**src/rtl/cfw_pkg.sv**
```systemverilog
// Purpose: Shared constants for the CAN window select and data filter count block
// Assumes: 16-bit register port, word index addressing
// Notes:   Offsets are register indices on the plain register port
package cfw_pkg;

    // Register port widths
    localparam int CFW_ADDR_W = 4;
    localparam int CFW_DATA_W = 16;

    // Register indices
    localparam logic [3:0] CFW_CTRL_ONE_OFS = 4'h0;
    localparam logic [3:0] CFW_CTRL_TWO_OFS = 4'h1;

    // Control one fields
    localparam int CFW_WIN_BIT = 0;

    // Control two fields
    localparam int CFW_CNT_LSB = 0;
    localparam int CFW_CNT_W   = 5;

    // Reset values
    localparam logic       CFW_WIN_RST = 1'b0;
    localparam logic [4:0] CFW_CNT_RST = 5'h00;

    // Counts above this are invalid selections
    localparam logic [4:0] CFW_CNT_MAX = 5'h11;

    // Compared bits (payload and identifier) and whole payload bits
    localparam int CFW_CMP_W     = 17;
    localparam int CFW_PAYLOAD_W = 24;

    // Bits of the payload that take part for a given count
    function automatic logic [CFW_CMP_W-1:0] cfw_cmp_mask(input logic [4:0] count);
        logic [CFW_CMP_W-1:0] mask;
        mask = '0;
        for (int k = 0; k < CFW_CMP_W; k++) begin
            if ((count <= CFW_CNT_MAX) && (k < int'(count))) begin
                mask[k] = 1'b1;
            end
        end
        return mask;
    endfunction

endpackage

```
**src/rtl/cfw_data_cmp.sv**
```systemverilog
// Purpose: Compare leading payload bits with extended identifier bits
// Assumes: Inputs come from logic on clk_in, no synchronisers needed
// Notes:   Result stands one cycle after the check strobe
`timescale 1ns/1ps
module cfw_data_cmp
    import cfw_pkg::*;
(
    input  wire logic                     clk_in,
    input  wire logic                     arst_n_in,
    input  wire logic [4:0]               data_filter_bit_count_in,
    input  wire logic [CFW_CMP_W-1:0]     extended_identifier_bits_in,
    input  wire logic [CFW_PAYLOAD_W-1:0] data_payload_in,
    input  wire logic                     check_in,
    output logic                          match_out,
    output logic                          match_valid_out
);
    logic [CFW_CMP_W-1:0] bit_equal;
    logic [CFW_CMP_W-1:0] cmp_mask;
    logic                 match_next;

    // transmission order pairing
    // Payload bit k in send order is byte one bit 7 downward
    genvar k;
    generate
        for (k = 0; k < CFW_CMP_W; k++) begin : g_pair
            assign bit_equal[k] = data_payload_in[CFW_PAYLOAD_W-1-k]
                                  == extended_identifier_bits_in[k];
        end
    endgenerate

    // zero count passes
    // Masked bits always agree, so an empty mask is identifier only
    assign cmp_mask   = cfw_cmp_mask(data_filter_bit_count_in);
    assign match_next = &(bit_equal | ~cmp_mask);

    // Result flops
    always_ff @(posedge clk_in or negedge arst_n_in) begin
        if (!arst_n_in) begin
            match_out       <= 1'b0;
            match_valid_out <= 1'b0;
        end else begin
            match_valid_out <= check_in;
            if (check_in) begin
                match_out <= match_next;
            end
        end
    end

endmodule

```
**src/rtl/cfw_filter_window_ctrl.sv**
```systemverilog
// What this block does
// - Window select 1 maps the filter registers into the shared window, 0 the buffers.
// - A data filter bit count of zero compares identifier bits only, no payload.
// - A count of one compares first payload bit (byte one bit 7) with identifier bit 0.
// - A count of seventeen compares payload bits up to byte three against identifier bits.
// - Bits 15 to 5 of control two are unimplemented and read as zero.
//
// Purpose: Window select and data filter bit count control for a CAN controller
// Assumes: Single clk_in domain, plain register port with read data one cycle later
// Notes:   Filter inputs come from logic on the same clock
`timescale 1ns/1ps
module cfw_filter_window_ctrl
    import cfw_pkg::*;
(
    input  wire logic                          clk_in,
    input  wire logic                          arst_n_in,
    input  wire logic [cfw_pkg::CFW_ADDR_W-1:0] reg_addr_in,
    input  wire logic [cfw_pkg::CFW_DATA_W-1:0] reg_wdata_in,
    input  wire logic                          reg_wr_in,
    input  wire logic                          reg_rd_in,
    input  wire logic [cfw_pkg::CFW_CMP_W-1:0]  extended_identifier_bits_in,
    input  wire logic [cfw_pkg::CFW_PAYLOAD_W-1:0] data_payload_in,
    input  wire logic                          filter_check_in,
    output logic [cfw_pkg::CFW_DATA_W-1:0]     reg_rdata_out,
    output logic                               filter_window_out,
    output logic                               buffer_window_out,
    output logic [4:0]                         data_filter_bit_count_out,
    output logic                               data_match_out,
    output logic                               data_match_valid_out
);
    import cfw_pkg::*;

    // Register state
    logic                  map_window_select_reg;
    logic                  map_window_select_next;
    logic                  buffer_window_reg;
    logic [4:0]            data_filter_bit_count_reg;
    logic [4:0]            data_filter_bit_count_next;
    logic [CFW_DATA_W-1:0] rdata_reg;
    logic [CFW_DATA_W-1:0] rdata_next;

    // Address decode
    wire sel_ctrl_one = (reg_addr_in == CFW_CTRL_ONE_OFS);
    wire sel_ctrl_two = (reg_addr_in == CFW_CTRL_TWO_OFS);
    wire wr_ctrl_one  = reg_wr_in && sel_ctrl_one;
    wire wr_ctrl_two  = reg_wr_in && sel_ctrl_two;

    // Read views of both registers
    wire [CFW_DATA_W-1:0] ctrl_one_view;
    wire [CFW_DATA_W-1:0] ctrl_two_view;

    // reserved bits zero
    // Only the select bit exists here, everything above reads zero
    assign ctrl_one_view = {{(CFW_DATA_W-1){1'b0}}, map_window_select_reg};

    assign ctrl_two_view = {{(CFW_DATA_W-CFW_CNT_W){1'b0}}, data_filter_bit_count_reg};

    // Next values of the writable fields
    assign map_window_select_next = wr_ctrl_one ? reg_wdata_in[CFW_WIN_BIT]
                                                : map_window_select_reg;

    // invalid counts software side
    // Invalid counts are stored as written; the comparator treats them as no payload
    assign data_filter_bit_count_next =
        wr_ctrl_two ? reg_wdata_in[CFW_CNT_LSB +: CFW_CNT_W]
                    : data_filter_bit_count_reg;

    // Read mux; unmapped indices and idle cycles return zero
    assign rdata_next = !reg_rd_in   ? '0 :
                        sel_ctrl_one ? ctrl_one_view :
                        sel_ctrl_two ? ctrl_two_view : '0;

    // window select map
    // Both window enables are flops so neither output glitches on a write
    always_ff @(posedge clk_in or negedge arst_n_in) begin
        if (!arst_n_in) begin
            map_window_select_reg <= CFW_WIN_RST;
            buffer_window_reg     <= !CFW_WIN_RST;
        end else begin
            map_window_select_reg <= map_window_select_next;
            buffer_window_reg     <= !map_window_select_next;
        end
    end

    // Count register
    always_ff @(posedge clk_in or negedge arst_n_in) begin
        if (!arst_n_in) begin
            data_filter_bit_count_reg <= CFW_CNT_RST;
        end else begin
            data_filter_bit_count_reg <= data_filter_bit_count_next;
        end
    end

    // Read data stands for one cycle only
    // Zero between reads, so a late sample cannot pass for a fresh word
    always_ff @(posedge clk_in or negedge arst_n_in) begin
        if (!arst_n_in) begin
            rdata_reg <= '0;
        end else begin
            rdata_reg <= rdata_next;
        end
    end

    assign reg_rdata_out             = rdata_reg;
    assign filter_window_out         = map_window_select_reg;
    assign buffer_window_out         = buffer_window_reg;
    assign data_filter_bit_count_out = data_filter_bit_count_reg;

    // seventeen bit compare
    // Comparator sees the stored count, so a write lands on the next check
    cfw_data_cmp u_data_cmp (
        .clk_in                      (clk_in),
        .arst_n_in                   (arst_n_in),
        .data_filter_bit_count_in    (data_filter_bit_count_reg),
        .extended_identifier_bits_in (extended_identifier_bits_in),
        .data_payload_in             (data_payload_in),
        .check_in                    (filter_check_in),
        .match_out                   (data_match_out),
        .match_valid_out             (data_match_valid_out)
    );

    // Helper for the checks: payload bit k in send order against identifier bit k
    logic [CFW_CMP_W-1:0] chk_equal;
    always_comb begin
        for (int i = 0; i < CFW_CMP_W; i++) begin
            chk_equal[i] = (data_payload_in[CFW_PAYLOAD_W-1-i]
                            == extended_identifier_bits_in[i]);
        end
    end

    // Mask of the counted bits, built apart from the comparator's own decode
    // so a fault in the shared function cannot hide itself here
    logic [CFW_CMP_W-1:0] chk_low_mask;
    genvar m;
    generate
        for (m = 0; m < CFW_CMP_W; m++) begin : g_chk_mask
            assign chk_low_mask[m] = (int'(data_filter_bit_count_reg) > m);
        end
    endgenerate
endmodule

```
**config.mk**
```make
export PLATFORM = sky130hd
export DESIGN_NAME = cfw_filter_window_ctrl
export DESIGN_NICKNAME = d
export VERILOG_FILES = /design/src/rtl/cfw_pkg.sv /design/src/rtl/cfw_data_cmp.sv /design/src/rtl/cfw_filter_window_ctrl.sv
export SDC_FILE = /design/constraint.sdc
export NUM_CORES = 1
export LEC_CHECK = 0
export ABC_AREA = 1
export BUFFER_PORTS_ARGS = -buffer_cell sky130_fd_sc_hd__buf_4
export CORE_MARGIN = 8
export CORE_UTILIZATION = 39
export DETAILED_ROUTE_END_ITERATION = 6
export PLACE_DENSITY = 0.8
export SKIP_LAST_GASP = 1
export SYNTH_ARGS = -nofsm -noshare
export SYNTH_HDL_FRONTEND = slang
export SYNTH_SLANG_ARGS = --single-unit
```
**constraint.sdc**
```tcl
create_clock -name clk_in -period 1.5 [get_ports clk_in]
set_clock_uncertainty 0.1 [all_clocks]
set_input_delay 0.3 -clock clk_in [delete_from_list [all_inputs] [get_ports clk_in]]
set_output_delay 0.3 -clock clk_in [all_outputs]
set_load 0.02 [all_outputs]
```
==> out/results.ini <==
[outcome]
status=complete, no violations

[setup_path]
required_ps=1620
arrival_ps=1500
critPathKind=register to register
r2r_start=data_filter_bit_count_out[4]
start_kind=register
endpoint_kind=register
cp_max_fo=8
startpoint=data_filter_bit_count_out[4]

[synthesis]
synthTopCellsByCount=60 x nand2_1, 22 x nor2_1, 19 x inv_1, 13 x dfrtp_1, 12 x buf_4
yosys.area.top_type_share_pct=28.8
synth_edf_count=0
synth_most_common_cell=nand2_1
yosys-mux-area-fraction_pct=0
synth_top_family_by_area=simple AND/OR/NAND/NOR gates
async_reset_ff_share_pct=100
avgSynthCellArea_um2=6.38
synthSimpleGateAreaFrac_pct=39.5
ys_warn_count=0
synthCells=177
synth_top_area_cell=dfrtp_1
synthTopCellsByArea=dfrtp_1 29%, nand2_1 20%, buf_4 8.0%
synth_flop_cell=dfrtp_1
ys_ff_latch=14
synth.yosys.seq_area_share_pct=31.2
synth_cell_types=24
netlist_area_um2=1130
synth_compound_area_share_pct=4.88
synth_fa_ha_area_share_pct=0
yosys.area_share.xor_xnor_pct=7.76

[layout]
final.fill_count=259
layout.nets=309
antenna_cells=0
multi_input_area_um2=629
drive_above_1_share_pct=34.3
seqCellArea_um2=357
areaGrowthSynthToFinish_pct=44.8

[timing]
setup_ws_ps=124
whs_ps=31.7
hold_viol=0
slew_violations=0
fmax_ghz=0.727
post-route-period-util_pct=91.7
rsz0062_at_grt=true
period_needed_ps=1380
setup_viol=0

[cts]
path_clk_slew_ps=90
clk_latency_ps=280
cts_tree=yes
max-clock-path-buffers=2
cts_buffers=3
clock-sinks=14
cts_root_buf=clkbuf_4
cts_max_level=1

[die]
fp.dieArea_um2=4870
die_h_um=69.8
initial_utilization_pct=40.9
row_count=19
core_area_um2=2760
io_pins=91
die_w_um=69.8

[place]
place.gp.congestion=0.751
place_ws_ps=52.4
dpl.hpwl_um=2540
io_buffers=61

[global_route]
grt_usage_pct=12.2
grt_pass1_wl_um=5150
overflow=0
grt_pass1_vias=1228
grt_max_degree=15
antenna_found_initial=0

[route]
dr.pass1.iters=4
wl_per_cell_um=10.9
drt-initial-drc-count=34
vias=1187
routed_wl_um=2970
vias_per_cell=4.35
drc=0
ant_nets=0

[min_path]
worstHoldStart=filter_check_in
hp-class=input pin to register

[pwr]
power_density_nw_per_um2=828
peakVddDrop_mv=0.736
leakage_nw=0.952

[job]
cap_violations=0

==> layout by cell type, fill, tap and decap left out, types with 3 or more instances in the layout <==
cell / Yosys / final
nand2_1: 60 / 60
inv_2: 3 / 3
buf_4: 12 / 63
clkbuf_4: 0 / 3
dfrtp_1: 13 / 9
nand3_1: 11 / 11
xnor2_1: 3 / 3
xor2_1: 7 / 7
inv_1: 19 / 19
nor2_1: 22 / 22
a21oi_1: 7 / 7
conb_1: 1 / 11
nor2_2: 3 / 3
dfrtp_2: 0 / 4
==> where the power goes <==
part / leakage [nW] / internal [mW] / switching (mW)
clock network: 0.0210 / 0.148 / 0.124
logic: 0.767 / 0.256 / 0.308
registers: 0.164 / 0.436 / 0.0811
total: 0.952 / 0.840 / 0.513
==> worst max-delay path: stages, from the launching register on <==
cell	delay, ps
dfrtp_2	470
nor2_4	200
nand2_1	70
nor2_1	90
nor2_1	40
nor2_1	80
nand3_1	90
nand2_1	70
nand2_1	50
nand2_1	50
==> kinds of logic (layout without fill, tap and decap cells) <==
| logic type | count (synthesis) | in the layout |
|---|---|---|
| XOR/XNOR | 10 | 10 |
| AND/OR/NAND/NOR | 104 | 104 |
| AO/OA/AOI/OAI | 11 | 11 |
| buffers and inverters | 37 | 92 |
| other | 1 | 11 |
| flip-flops | 14 | 14 |
==> per-stage QoR <==
stage / setup TNS, ps / cell area, µm² / cells / util [%] / total power, mW
4_1_cts: 0 / 1620 / 272 / 58.8 / 1.35
3_3_place_gp: 0 / 1580 / 267 / 57.1 / 1.07
6_report: 0 / 1630 / 273 / 59.3 / 1.35
5_1_grt: -31.3 / 1630 / 273 / 59.3 / 1.47
2_1_floorplan: 0 / 1170 / 187 / - / 0.853
3_5_place_dp: 0 / 1580 / 267 / 57.1 / 1.08
==> repair_timing <==
action	4_1_cts	5_1_grt
endpoints found under the setup margin	0	2
resized for setup	0	4
buffers inserted	0	1
hold endpoints to repair	14	0
hold buffers	1	0
==> worst paths after layout <==
path,endpoint,slack (ps),depth (start not counted)
worst max-delay path,u_data_cmp.match_out,120,9
min in group asynchronous,data_filter_bit_count_out[3],290,2
max in group asynchronous,buffer_window_out,780,2
worst max register to register,u_data_cmp.match_out,120,9
worst min-delay path,u_data_cmp.match_valid_out,30,1
worst min register to register,u_data_cmp.match_out,390,2
==> registers in the layout, indices dropped and copies added (netlist names) <==
signal and count:
reg_rdata_out 5, data_filter_bit_count_out 5, u_data_cmp.match_valid_out 1, filter_window_out 1, u_data_cmp.match_out 1, buffer_window_out 1
==> layer usage <==
| layer | routed length [µm] | vias to the layer above | GRT usage [%] |
|---|---|---|---|
| met5 | 0 | - | 0 |
| met4 | 0 | 0 | 1.34 |
| met3 | 215 | 0 | 5.58 |
| met2 | 1550 | 35 | 21.9 |
| met1 | 1200 | 511 | 13.1 |
| li1 | - | 641 | - |
==> cell type report <==
| cell class | count | share of cell area (%) |
|---|---|---|
| Clock buffer | 4 | 2.22 |
| Timing Repair Buffer | 64 | 29.6 |
| Tap cell | 31 | 2.37 |
| Inverter | 24 | 5.51 |
| Sequential cell | 14 | 21.8 |
| Multi-Input combinational cell | 136 | 38.5 |
Power figures use the tool's default switching activity.
